===== config.mk =====
export PLATFORM = sky130hd
export DESIGN_NAME = spq_status_queue
export DESIGN_NICKNAME = d
export VERILOG_FILES = /design/src/hw/spq_pkg.sv /design/src/hw/spq_status_queue.sv
export SDC_FILE = /design/constraint.sdc
export NUM_CORES = 1
export LEC_CHECK = 0
export ABC_AREA = 1
export BUFFER_PORTS_ARGS = -buffer_cell sky130_fd_sc_hd__buf_2
export CELL_PAD_IN_SITES_DETAIL_PLACEMENT = 1
export CELL_PAD_IN_SITES_GLOBAL_PLACEMENT = 1
export CORE_ASPECT_RATIO = 1.75
export CORE_MARGIN = 4
export CORE_UTILIZATION = 42
export DETAILED_ROUTE_END_ITERATION = 8
export GPL_TIMING_DRIVEN = 0
export MAX_ROUTING_LAYER = met4
export PLACE_DENSITY_LB_ADDON = 0.1
export SLEW_MARGIN = 15
export SYNTH_ARGS = -nofsm -noshare
export SYNTH_HDL_FRONTEND = slang
export SYNTH_SLANG_ARGS = --single-unit

===== constraint.sdc =====
create_clock -name core_clk -period 3.4 [get_ports core_clk]
set_input_delay 0.34 -clock core_clk [delete_from_list [all_inputs] [get_ports core_clk]]
set_output_delay 0.34 -clock core_clk [all_outputs]
set_load 0.05 [all_outputs]

===== src/hw/spq_pkg.sv =====
// package: register map, presets, queue sizes and carrier types of the status and error-queue block
package spq_pkg;
    // bus geometry
    localparam int ADDR_W = 8;
    localparam int DATA_W = 32;
    localparam int WORD_W = 16;
    // event register sets: operation, questionable, trigger, arm, sequence
    localparam int NUM_SETS = 5;
    localparam int SET_OPER = 0;
    localparam int SET_QUES = 1;
    localparam int SET_TRIG = 2;
    localparam int SET_ARM = 3;
    localparam int SET_SEQ = 4;
    // common registers (byte addresses)
    localparam logic [7:0] OFF_CTRL = 8'h00;
    localparam logic [7:0] OFF_QUEUE = 8'h04;
    localparam logic [7:0] OFF_QCOUNT = 8'h08;
    localparam logic [7:0] OFF_IRQ_STAT = 8'h0c;
    localparam logic [7:0] OFF_IRQ_MASK = 8'h10;
    // per-set block: base + set * stride, offset within block in the low five bits
    localparam logic [7:0] SET_BASE = 8'h40;
    localparam logic [2:0] SET_FIRST_BLK = 3'h2;
    localparam logic [4:0] OFF_COND = 5'h00;
    localparam logic [4:0] OFF_PTR = 5'h04;
    localparam logic [4:0] OFF_NTR = 5'h08;
    localparam logic [4:0] OFF_EVENT = 5'h0c;
    localparam logic [4:0] OFF_ENABLE = 5'h10;
    // control register fields (write-only strobes)
    localparam int CTRL_PRESET_BIT = 0;
    localparam int CTRL_CLEAR_BIT = 1;
    // interrupt status fields
    localparam int IRQ_W = 3;
    localparam int IRQ_MSG_BIT = 0;
    localparam int IRQ_OVF_BIT = 1;
    localparam int IRQ_EVT_BIT = 2;
    // preset and reset values
    localparam logic [15:0] PTR_PRESET = 16'hffff;
    localparam logic [15:0] NTR_PRESET = 16'h0000;
    localparam logic [15:0] EN_CLEAR_VAL = 16'h0000;
    localparam logic [15:0] EN_SET_VAL = 16'hffff;
    localparam logic [4:0] EN_PRESET_ONES = 5'h1c;
    // error queue
    localparam int QUEUE_DEPTH = 10;
    localparam logic [3:0] QUEUE_FULL = 4'ha;
    localparam logic [3:0] QUEUE_LAST = 4'h9;
    localparam logic [15:0] CODE_OVERFLOW = 16'h015e;
    localparam logic [15:0] CODE_NO_ERROR = 16'h0000;

    typedef logic [15:0] spq_word_type;

    // one message offered to the queue by the instrument
    typedef struct packed {
        logic valid;
        logic [15:0] code;
    } spq_msg_type;
endpackage : spq_pkg


===== src/hw/spq_status_queue.sv =====
// status reporting block: event register sets with preset, and the error message queue, on APB
`timescale 1ns/100ps

module spq_status_queue
    import spq_pkg::*;
(
    // clock and reset
    input wire logic core_clk,
    input wire logic reset_n,
    // apb slave
    input wire logic psel,
    input wire logic penable,
    input wire logic pwrite,
    input wire logic [ADDR_W-1:0] paddr,
    input wire logic [DATA_W-1:0] pwdata,
    output logic [DATA_W-1:0] prdata,
    output logic pready,
    output logic pslverr,
    // instrument side
    input wire spq_word_type condIn [NUM_SETS],
    input wire spq_msg_type msgIn,
    // interrupt
    output logic irq
);
    ////////////////////////////////////////////////////////////////////////////
    // bus decode
    logic setupPhase; // first cycle of a transfer
    logic accessDone; // transfer completes on this edge
    logic wrDone; // write takes effect
    logic rdDone; // read completes, side effects fire
    logic isSetBlk; // address falls into a set block
    logic [2:0] setIdx; // which set is addressed
    logic [4:0] setOff; // offset inside the set block

    assign setupPhase = psel && !penable;
    assign accessDone = psel && penable && pready;
    assign wrDone = accessDone && pwrite;
    assign rdDone = accessDone && !pwrite;
    assign isSetBlk = (paddr >= SET_BASE) && (paddr[7:5] < 3'(int'(SET_FIRST_BLK) + NUM_SETS));
    assign setIdx = paddr[7:5] - SET_FIRST_BLK;
    assign setOff = paddr[4:0];

    // control strobes; both are single-cycle and self-clearing
    logic presetCmd; // status preset command
    logic clearCmd; // clear-status command
    assign presetCmd = wrDone && (paddr == OFF_CTRL) && pwdata[CTRL_PRESET_BIT];
    assign clearCmd = wrDone && (paddr == OFF_CTRL) && pwdata[CTRL_CLEAR_BIT];

    ////////////////////////////////////////////////////////////////////////////
    // event register sets
    spq_word_type ptr_ff [NUM_SETS]; // positive transition filters
    spq_word_type ntr_ff [NUM_SETS]; // negative transition filters
    spq_word_type evt_ff [NUM_SETS]; // sticky event registers
    spq_word_type en_ff [NUM_SETS]; // event enable registers
    spq_word_type condPrev_ff [NUM_SETS]; // last sampled condition, for edges
    spq_word_type evtSet [NUM_SETS]; // bits latched this cycle
    logic [NUM_SETS-1:0] evtHit; // an enabled event was latched

    genvar s;
    generate
        for (s = 0; s < NUM_SETS; s++)
        begin : g_set
            logic selSet; // this set is addressed
            assign selSet = isSetBlk && (setIdx == 3'(s));
            assign evtSet[s] = (condIn[s] & ~condPrev_ff[s] & ptr_ff[s])
                | (~condIn[s] & condPrev_ff[s] & ntr_ff[s]);
            assign evtHit[s] = |(evtSet[s] & en_ff[s]);

            // condition history
            always_ff @(posedge core_clk or negedge reset_n)
            begin
                if (!reset_n)
                    condPrev_ff[s] <= 16'h0000;
                else
                    condPrev_ff[s] <= condIn[s];
            end

            // filters: preset or software write
            always_ff @(posedge core_clk or negedge reset_n)
            begin
                if (!reset_n)
                begin
                    ptr_ff[s] <= PTR_PRESET;
                    ntr_ff[s] <= NTR_PRESET;
                end
                else if (presetCmd)
                begin
                    ptr_ff[s] <= PTR_PRESET;
                    ntr_ff[s] <= NTR_PRESET;
                end
                else if (wrDone && selSet)
                begin
                    if (setOff == OFF_PTR)
                        ptr_ff[s] <= pwdata[WORD_W-1:0];
                    if (setOff == OFF_NTR)
                        ntr_ff[s] <= pwdata[WORD_W-1:0];
                end
            end

            // enables: preset value depends on the set
            always_ff @(posedge core_clk or negedge reset_n)
            begin
                if (!reset_n)
                    en_ff[s] <= EN_PRESET_ONES[s] ? EN_SET_VAL : EN_CLEAR_VAL;
                else if (presetCmd)
                    en_ff[s] <= EN_PRESET_ONES[s] ? EN_SET_VAL : EN_CLEAR_VAL;
                else if (wrDone && selSet && (setOff == OFF_ENABLE))
                    en_ff[s] <= pwdata[WORD_W-1:0];
            end

            // events: read clears, a new edge in the same cycle survives; preset has no say here
            always_ff @(posedge core_clk or negedge reset_n)
            begin
                if (!reset_n)
                    evt_ff[s] <= 16'h0000;
                else if (rdDone && selSet && (setOff == OFF_EVENT))
                    evt_ff[s] <= evtSet[s];
                else
                    evt_ff[s] <= evt_ff[s] | evtSet[s];
            end
        end
    endgenerate

    ////////////////////////////////////////////////////////////////////////////
    // error queue
    spq_word_type qMem_ff [QUEUE_DEPTH]; // message storage
    logic [3:0] rdPtr_ff; // oldest entry
    logic [3:0] wrPtr_ff; // next free entry
    logic [3:0] count_ff; // entries held, 0..10
    logic popArm_ff; // the read captured a real entry in setup
    logic doPop; // remove the oldest entry now
    logic [3:0] effCount; // count once this cycle's pop is gone
    logic doPush; // a message is stored now
    logic [15:0] pushCode; // code actually stored
    logic [3:0] nxt_count; // count after this cycle

    assign doPop = rdDone && (paddr == OFF_QUEUE) && popArm_ff;
    assign effCount = count_ff - 4'(doPop);
    // once full, later messages are dropped; the last slot already tells the host
    assign doPush = msgIn.valid && (effCount < QUEUE_FULL) && !clearCmd;
    assign pushCode = (effCount == QUEUE_LAST) ? CODE_OVERFLOW : msgIn.code;
    assign nxt_count = effCount + 4'(doPush);

    function automatic logic [3:0] wrapInc(input logic [3:0] p);
        wrapInc = (p == QUEUE_LAST) ? 4'h0 : p + 4'h1;
    endfunction : wrapInc

    // pointers and count; clear-status wins over everything, preset is not seen here
    always_ff @(posedge core_clk or negedge reset_n)
    begin
        if (!reset_n)
        begin
            rdPtr_ff <= 4'h0;
            wrPtr_ff <= 4'h0;
            count_ff <= 4'h0;
        end
        else if (clearCmd)
        begin
            rdPtr_ff <= 4'h0;
            wrPtr_ff <= 4'h0;
            count_ff <= 4'h0;
        end
        else
        begin
            if (doPop)
                rdPtr_ff <= wrapInc(rdPtr_ff);
            if (doPush)
                wrPtr_ff <= wrapInc(wrPtr_ff);
            count_ff <= nxt_count;
        end
    end

    // storage; no reset needed, count guards every read
    always_ff @(posedge core_clk)
    begin
        if (doPush)
            qMem_ff[wrPtr_ff] <= pushCode;
    end

    ////////////////////////////////////////////////////////////////////////////
    // interrupt status and mask
    logic [IRQ_W-1:0] irqStat_ff; // sticky, write one to clear
    logic [IRQ_W-1:0] irqMask_ff; // one lets the bit reach irq
    logic [IRQ_W-1:0] irqEvt; // events this cycle

    assign irqEvt = {|evtHit, doPush && (pushCode == CODE_OVERFLOW), doPush};

    // a new event beats a clear in the same cycle
    always_ff @(posedge core_clk or negedge reset_n)
    begin
        if (!reset_n)
            irqStat_ff <= '0;
        else if (wrDone && (paddr == OFF_IRQ_STAT))
            irqStat_ff <= (irqStat_ff & ~pwdata[IRQ_W-1:0]) | irqEvt;
        else
            irqStat_ff <= irqStat_ff | irqEvt;
    end

    // mask register
    always_ff @(posedge core_clk or negedge reset_n)
    begin
        if (!reset_n)
            irqMask_ff <= '0;
        else if (wrDone && (paddr == OFF_IRQ_MASK))
            irqMask_ff <= pwdata[IRQ_W-1:0];
    end

    // level interrupt, one cycle behind the status
    always_ff @(posedge core_clk or negedge reset_n)
    begin
        if (!reset_n)
            irq <= 1'b0;
        else
            irq <= |(irqStat_ff & irqMask_ff);
    end

    ////////////////////////////////////////////////////////////////////////////
    // read mux, evaluated during setup so data stands through the access
    logic [DATA_W-1:0] rdData; // word for the addressed register
    logic rdErr; // address not mapped

    always_comb
    begin
        rdData = '0;
        rdErr = 1'b0;
        if (isSetBlk)
        begin
            case (setOff)
                OFF_COND: rdData = {16'h0000, condIn[setIdx]};
                OFF_PTR: rdData = {16'h0000, ptr_ff[setIdx]};
                OFF_NTR: rdData = {16'h0000, ntr_ff[setIdx]};
                OFF_EVENT: rdData = {16'h0000, evt_ff[setIdx]};
                OFF_ENABLE: rdData = {16'h0000, en_ff[setIdx]};
                default: rdErr = 1'b1;
            endcase
        end
        else
        begin
            case (paddr)
                OFF_CTRL: rdData = '0; // strobes read as zero
                OFF_QUEUE: rdData = (count_ff == 4'h0) ? {16'h0000, CODE_NO_ERROR}
                    : {{16{qMem_ff[rdPtr_ff][15]}}, qMem_ff[rdPtr_ff]};
                OFF_QCOUNT: rdData = {28'h0000000, count_ff};
                OFF_IRQ_STAT: rdData = {29'h00000000, irqStat_ff};
                OFF_IRQ_MASK: rdData = {29'h00000000, irqMask_ff};
                default: rdErr = 1'b1;
            endcase
        end
    end

    // apb answer: zero wait states, captured at setup
    always_ff @(posedge core_clk or negedge reset_n)
    begin
        if (!reset_n)
        begin
            prdata <= '0;
            pslverr <= 1'b0;
            popArm_ff <= 1'b0;
        end
        else if (setupPhase)
        begin
            prdata <= pwrite ? '0 : rdData;
            pslverr <= rdErr;
            popArm_ff <= !pwrite && (paddr == OFF_QUEUE) && (count_ff != 4'h0);
        end
    end

    // ready sits high from the first edge after reset
    always_ff @(posedge core_clk or negedge reset_n)
    begin
        if (!reset_n)
            pready <= 1'b0;
        else
            pready <= 1'b1;
    end

    logic [3:0] lastIdx; // slot written last
    assign lastIdx = (wrPtr_ff == 4'h0) ? QUEUE_LAST : wrPtr_ff - 4'h1;
endmodule : spq_status_queue


==> results of run 1 <==
[Yosys cell counts (all sizes together)]
cell     count  area (sq um)
nand2     1530          5750
o21ai      406          2050
dfrtp      311          7780
inv        305          1150
nor2       207           821
edfxtp     160          4800
nand3      156           786
dfstp      128          3360
clkbuf     105           394
o21bai      87           653
buf         72           382
a21oi       62           314
nand3b      31           233
o22ai       16           100
nand4       13          96.3
a22oi       11          82.6
ha           9           113
nor3         9          90.1
clkinv       5          18.8
o21a         5          37.5
a21boi       4          30.0
o211ai       3          22.5
a21o         2          15.0
nor4         2          27.5
o2111ai      2          17.5
a22o         1          8.76
conb         1          3.75
mux2i        1          10.0
o221ai       1          8.76
xnor2        1          8.76
xor2         1          8.76
[logic make-up after synthesis]
family                     count (synthesis)  synth area share [%]
AOI/OAI and AO/OA                        600                  11.4
xor gates and xnor gates                   2                0.0600
adders and majority gates                  9                 0.386
buffers and inverters                    487                  6.65
DFF                                      599                  54.7
muxes                                      1                0.0343
other                                      1                0.0129
and+or+nand+nor                         1948                  26.8
[registers in the layout, summed over array words and instances, names as in the netlist]
signal	flops
irq	1
evt_ff	80
pready	1
count_ff	4
pslverr	1
rdPtr_ff	4
qMem_ff	160
condPrev_ff	80
prdata	17
ptr_ff	80
en_ff	80
popArm_ff	1
irqStat_ff	3
wrPtr_ff	4
ntr_ff	80
irqMask_ff	3
[placed cells by master (no fill, tap or decap), drive strengths merged, types with 81 or more instances in the layout]
master       synthesis  final
nand3              156    156
buf                 72    254
dfrtp              311    311
dfstp              128    128
nand2             1530   1530
dlygate4sd3          0     81
o21ai              406    406
o21bai              87     87
nor2               207    207
clkbuf             105    190
edfxtp             160    160
inv                305    304
[metrics by stage]
step                hold WS, ps  utilization [%]  power [mW]   TNS, ps
finish                     75.1             50.3        16.9         0
global route               50.5             50.3        17.4         0
CTS                        22.3             50.3        16.9         0
detailed placement          250             45.7        9.92   -559290
global placement            471             45.4        9.83  -3437210
floorplan                  44.4                -        8.92         0
[what timing repair did]
item                                    in CTS  in global routing
hold buffers                                81                  0
gates resized for setup                     39                  9
pin swaps                                   10                  1
setup buffers                               12                  1
endpoints found under the setup margin     325                246
endpoints found under the hold margin      207                  0
[power breakdown]
part | total [mW] | internal (mW) | switching [mW]
combinational | 2.09 | 0.532 | 1.56
clock | 6.88 | 3.85 | 3.03
sequential | 7.94 | 7.80 | 0.141
total | 16.9 | 12.2 | 4.72
[area by class of cell]
cell class                      instances  area [sq um]
Multi-Input combinational cell       2561         11500
Inverter                              310          1170
Clock inverter                         22           191
Clock buffer                           87          1790
Buffer                                177           801
Fill cell                            8400         34100
Timing Repair Buffer                  261          1990
Tap cell                              903          1130
Antenna cell                            7          17.5
Sequential cell                       599         16000
[per-layer routing]
| metal | track usage, % | up-vias | part of all wire, % |
|---|---|---|---|
| li1 | - | 12300 | - |
| met1 | 38.8 | 13300 | 35 |
| met2 | 63.6 | 858 | 49 |
| met3 | 4.77 | 419 | 4.4 |
| met4 | 32.2 | 0 | 12 |
| met5 | - | - | 0 |
[critical path: stages]
cell and delay [ps]:
buf_2 150, inv_1 80, buf_4 210, buf_8 210, ha_1 210, inv_1 80
nor2_4 120, nand2_2 100, nor4_4 330, ha_2 270, ha_1 160, nand2_1 70
nand2_1 100, nand2_1 90, nor2_1 120, nand2_2 200, clkbuf_8 250, o21ai_1 200
nand2_1 180, nor2_1 120, nand3_1 140, nand2_1 90
[worst paths after layout]
check	endpoint	slack, ps
max in group asynchronous	en_ff[11]$_DFFE_PN1P_	1930
min in group asynchronous	ntr_ff[71]$_DFFE_PN0P_	180
worst max register to register	irqStat_ff[1]$_DFF_PN0_	190
worst min-delay path	en_ff[0]$_DFFE_PN1P_	80
worst max-delay path	irqStat_ff[1]$_DFF_PN0_	140
worst min register to register	ptr_ff[1]$_DFFE_PN1P_	480
==> impl_metrics.json, run 1 <==
{
  "p_leak_nw": 16.9,
  "wl_per_cell_um": 27.8,
  "rsz0062_at_grt": "false",
  "clkLatencyLatePin_ps": 670,
  "peakVddDrop_uv": 555,
  "grt_pass1_vias": 28400,
  "dp_cells": 4717,
  "max_freq_mhz": 307,
  "min_path_cells": 3,
  "drv_cap": 0,
  "dp_hpwl_um": 106000,
  "ys_warn_count": 0,
  "crit_fanout": 11,
  "clock_sinks": 599,
  "hp-class": "in2reg",
  "syn_to_final_growth_pct": 18.4,
  "grt.overflow.total": 0,
  "cellPowerDensity_nw_per_um2": 489,
  "die_h_um": 357,
  "yosysSeqAreaShare_pct": 54.7,
  "path_clk_slew_ps": 70,
  "place_congestion": 1.03,
  "ios": 177,
  "final_cells": 4927,
  "crit_path_start_kind": "primary input",
  "tightestPinTransition_ps": 1090,
  "drc_errors": 0,
  "synth.avg_cell_area_sq_um": 8.00,
  "drive_gt1_share_pct": 13.3,
  "rows": 127,
  "totalWireLength_um": 137000,
  "crit_arrival_ps": 3830,
  "end_kind": "flip-flop",
  "cts-root-buf": "clkbuf_16",
  "finalHoldViolCount": 0,
  "synthCells": 3647,
  "grt_max_degree": 99,
  "vias": 26800,
  "grt_pass1_wl_um": 195000,
  "min_period_over_period_pct": 95.9,
  "antenna_left": 0,
  "numPortBuffers": 160,
  "cts_buffers": 59,
  "via_per_inst": 5.45,
  "antenna_found_initial": 11,
  "die_x_um": 207,
  "critPathLaunch": "paddr[6]",
  "reg2reg_from": "pready$_DFF_PN0_",
  "drt_first_pass_iters": 5,
  "start_util_pct": 42.5,
  "layout_setup_ws_ps": 138,
  "path_class": "in2reg",
  "dp_slack_ps": -2270,
  "place_area_sq_um": 31400,
  "r2r_cells": 17,
  "syn-cell-area_sq_um": 29200,
  "required_ps": 3970,
  "status": "finished, final reports clean",
  "core_area_sq_um": 68600,
  "cts_max_path_buffers": 3,
  "setup_viol": 0,
  "fin_nets": 4120,
  "ys_ff_latch": 599,
  "grt_use_total_pct": 37.7,
  "cts_tree": "built",
  "cts_htree_levels": 2,
  "syn-num-nets": 3798,
  "min_from": "pwdata[0]",
  "synth.distinct_cells": 46,
  "dieArea_sq_um": 73900,
  "slew_headroom_pct": 27.3,
  "post-route-cell-area_sq_um": 34500,
  "drtIter0Drc": 2022,
  "slew_viol_final": 0,
  "finalCriticalPeriod_ps": 3260,
  "fin_worst_skew_ps": 35.5
}
No activity file was read; power rests on OpenSTA's default activity.
==> inputs of run 2 (changes only) <==
--- a/config.mk
+++ b/config.mk
@@ -5,13 +5,12 @@
 export SDC_FILE = /design/constraint.sdc
 export NUM_CORES = 1
 export LEC_CHECK = 0
-export ABC_AREA = 1
 export BUFFER_PORTS_ARGS = -buffer_cell sky130_fd_sc_hd__buf_2
 export CELL_PAD_IN_SITES_DETAIL_PLACEMENT = 1
 export CELL_PAD_IN_SITES_GLOBAL_PLACEMENT = 1
 export CORE_ASPECT_RATIO = 1.75
 export CORE_MARGIN = 4
-export CORE_UTILIZATION = 42
+export CORE_UTILIZATION = 44
 export DETAILED_ROUTE_END_ITERATION = 8
 export GPL_TIMING_DRIVEN = 0
 export MAX_ROUTING_LAYER = met4
==> run 2 against run 1 <==
The run now ends with setup timing left. Sequential share of layout area up 2.0 points. Wire length up 1.9%. Clock skew down 6.2 ps. Sequential power up 4.8%. Setup slack worse by 160 ps. Global-route usage up 4.2 points. Critical path type unchanged.
==> impl_metrics.json, run 2 <==
{
  "fin_worst_skew_ps": 29.4,
  "largest_register_ffs": 160,
  "p_clk_share_pct": 37.7,
  "grt_pass1_wl_um": 190000,
  "internal-power_mw": 12.3,
  "reg2reg_from": "pready$_DFF_PN0_",
  "slew_headroom_pct": 13.2,
  "clkLatencyLatePin_ps": 670,
  "swShare_pct": 28.7,
  "drt_first_pass_iters": 6,
  "dieArea_sq_um": 67600,
  "syn-cell-area_sq_um": 27900,
  "vias": 23500,
  "fillers": 6571,
  "min_from": "pwdata[2]",
  "cts_buffers": 57,
  "grt_use_total_pct": 41.9,
  "ys_ff_latch": 599,
  "syn_to_final_growth_pct": 18.8,
  "dp_hpwl_um": 105000,
  "clock_sinks": 599,
  "grt.overflow.total": 0,
  "p_leak_nw": 13.4,
  "cpMaxStageDelayCell": "a211oi_1",
  "path_cells": "buf_2, buf_8, buf_16, inv_2, clkbuf_8, ha_4, buf_6, buf_2, buf_2, a21oi_1, a211oi_1, o21ai_0, a31oi_1, or3_1",
  "critPathMaxStageDelay_ps": 640,
  "min_period_over_period_pct": 101,
  "hp-class": "in2reg",
  "violations": "setup timing",
  "yosysTopAreaCell": "dfrtp_1",
  "tns_ps": -44.3,
  "place_congestion": 1.05,
  "drive_gt1_share_pct": 24.0,
  "rsz0062_at_grt": "false",
  "setup_viol": 2,
  "crit_arrival_ps": 4020,
  "die_x_um": 198,
  "final_cell_mix": "dfrtp_1, nand2_1, buf_2",
  "p_comb_share_pct": 14.3,
  "synth.distinct_cells": 77,
  "ios": 177,
  "via_per_inst": 6.44,
  "syn-num-nets": 2620,
  "place_area_sq_um": 30000,
  "drc_errors": 0,
  "max_freq_mhz": 292,
  "antenna_found_initial": 9,
  "cts_tree": "built",
  "timing.rr.end": "count_ff[3]$_DFF_PN0_",
  "pwr-share-seq_pct": 48.0,
  "grt_pass1_vias": 25000,
  "power_switching_mw": 4.97,
  "rrSetupSlack_ps": 220,
  "mostFrequentLayoutCell": "dfrtp_1",
  "dp_slack_ps": -1610,
  "cts-root-buf": "clkbuf_16",
  "antenna_left": 0,
  "crit_fanout": 11,
  "cpMostUsedCell": "buf_2",
  "ys_top_cells_by_count": "dfrtp_1, nand2_1, o21ai_0",
  "drv_cap": 0,
  "tightestPinTransition_ps": 1300,
  "r2r_cells": 17,
  "core_area_sq_um": 62500,
  "drtIter0Drc": 1868,
  "path_clk_slew_ps": 70,
  "synth.most_common_cell": "dfrtp_1",
  "finalHoldViolCount": 0,
  "status": "complete, but fails checks",
  "slew_viol_final": 0,
  "wl_per_cell_um": 38.2,
  "synthArstFlopShare_pct": 73.3,
  "synth.area.top_cells": "dfrtp_1, edfxtp_1, dfstp_2",
  "start_util_pct": 44.6,
  "synth_edf_count": 160,
  "layout_setup_ws_ps": -25.7,
  "required_ps": 3990,
  "synth_top_area_share_pct": 27.9,
  "crit_path_start_kind": "primary input",
  "synth.avg_cell_area_sq_um": 11.3,
  "min_path_cells": 2,
  "path_class": "in2reg",
  "totalWireLength_um": 139000,
  "finalCriticalPeriod_ps": 3430,
  "cellPowerDensity_nw_per_um2": 523,
  "largest_register": "qMem_ff",
  "post-route-cell-area_sq_um": 33100,
  "hold_path_end": "irqMask_ff[2]$_DFFE_PN0P_",
  "cts_htree_levels": 2,
  "numPortBuffers": 160,
  "grt_max_degree": 105,
  "rows": 121,
  "ys_warn_count": 0,
  "die_h_um": 341,
  "cts_max_path_buffers": 3,
  "peakVddDrop_uv": 695,
  "fin_nets": 2947,
  "synth_ff_type": "dfrtp_1",
  "yosysSeqAreaShare_pct": 57.2,
  "synthCells": 2469,
  "holdWs_ps": 36.9,
  "end_kind": "flip-flop"
}
run 2: cell types whose count changed after synthesis, sizes merged, moves of 54 or more:
cell	change
mux2	+72
mux2i	+111
o21ai	-173
nand3	-135
nand3b	+54
nand2	-1227
a21oi	+108
o21bai	-87
inv	-271
run 2: logic make-up (layout without fill, tap and decap cells):
logic type | Yosys count | in the layout | share of synthesized area, %
AND/OR/NAND/NOR | 762 | 762 | 13.9
AO/OA/AOI/OAI | 683 | 683 | 15.3
flip-flops | 599 | 599 | 57.2
multiplexers | 215 | 215 | 9.45
buffers and inverters | 195 | 571 | 3.49
adder cells (fa/ha/maj) | 9 | 9 | 0.404
XOR/XNOR | 5 | 5 | 0.157
other | 1 | 9 | 0.0135
run 2: worst max-delay path by stage:
stage	from	end	slack [ps]
detailed placement	paddr[6]	qMem_ff[4][14]$_DFFE_PP_	-1610
global route	paddr[6]	qMem_ff[6][15]$_DFFE_PP_	20
global placement	reset_n	condPrev_ff[51]$_DFF_PN0_	-6930
finish	paddr[6]	prdata[0]$_DFFE_PN0P_	-30
floorplan	paddr[6]	qMem_ff[4][0]$_DFFE_PP_	-100
CTS	paddr[6]	prdata[13]$_DFFE_PN0P_	7
run 2: metrics by stage:
step                power (mW)  util (%)  instances
floorplan                 9.48         -       2469
global placement          10.5      47.7       3428
detailed placement        10.6      47.9       3434
CTS                       17.3      52.8       3638
global route              17.8      53.0       3650
finish                    17.3      53.0       3652
run 2: critical path: cells and delay by family:
kind / cells / cell delay, ps
and+or+nand+nor: 1 / 190
buffers and inverters: 8 / 1620
AOI/OAI and AO/OA: 4 / 1530
adders and majority gates: 1 / 290
run 2: power groups by stage:
stage          combinational, mW  sequential [mW]  clock [mW]
2_1_floorplan               1.16             8.32           0
3_3_place_gp                2.09             8.40           0
3_5_place_dp                2.18             8.44           0
4_1_cts                     2.40             8.30        6.58
5_1_grt                     2.58             8.35        6.88
6_report                    2.47             8.32        6.53
run 2: layer usage:
metal / part of all wire (%) / wire, um / global-route usage [%]
met5: 0 / 0 / -
met1: 32 / 44700 / 40.8
met2: 50 / 70100 / 70.2
met4: 12 / 17300 / 38.4
met3: 5.2 / 7240 / 6.46
run 2: cell type report:
type,count,area [sq um],share of cell area (%)
multi-input cells,1675,11300,34.0
clock buffers,80,1630,4.91
diodes,8,20.0,0.0604
flip-flops and latches,599,16000,48.2
plain buffers,161,890,2.69
repair buffers,268,2010,6.08
clock inverters,28,224,0.676
well taps,799,1000,3.02
inverters,34,128,0.385
run 2: repair_timing:
action,in CTS,in global routing
hold buffers,81,0
pin swaps,12,1
gates resized for setup,29,9
setup endpoints to repair,355,180
buffers inserted,15,4
hold endpoints to repair,134,0
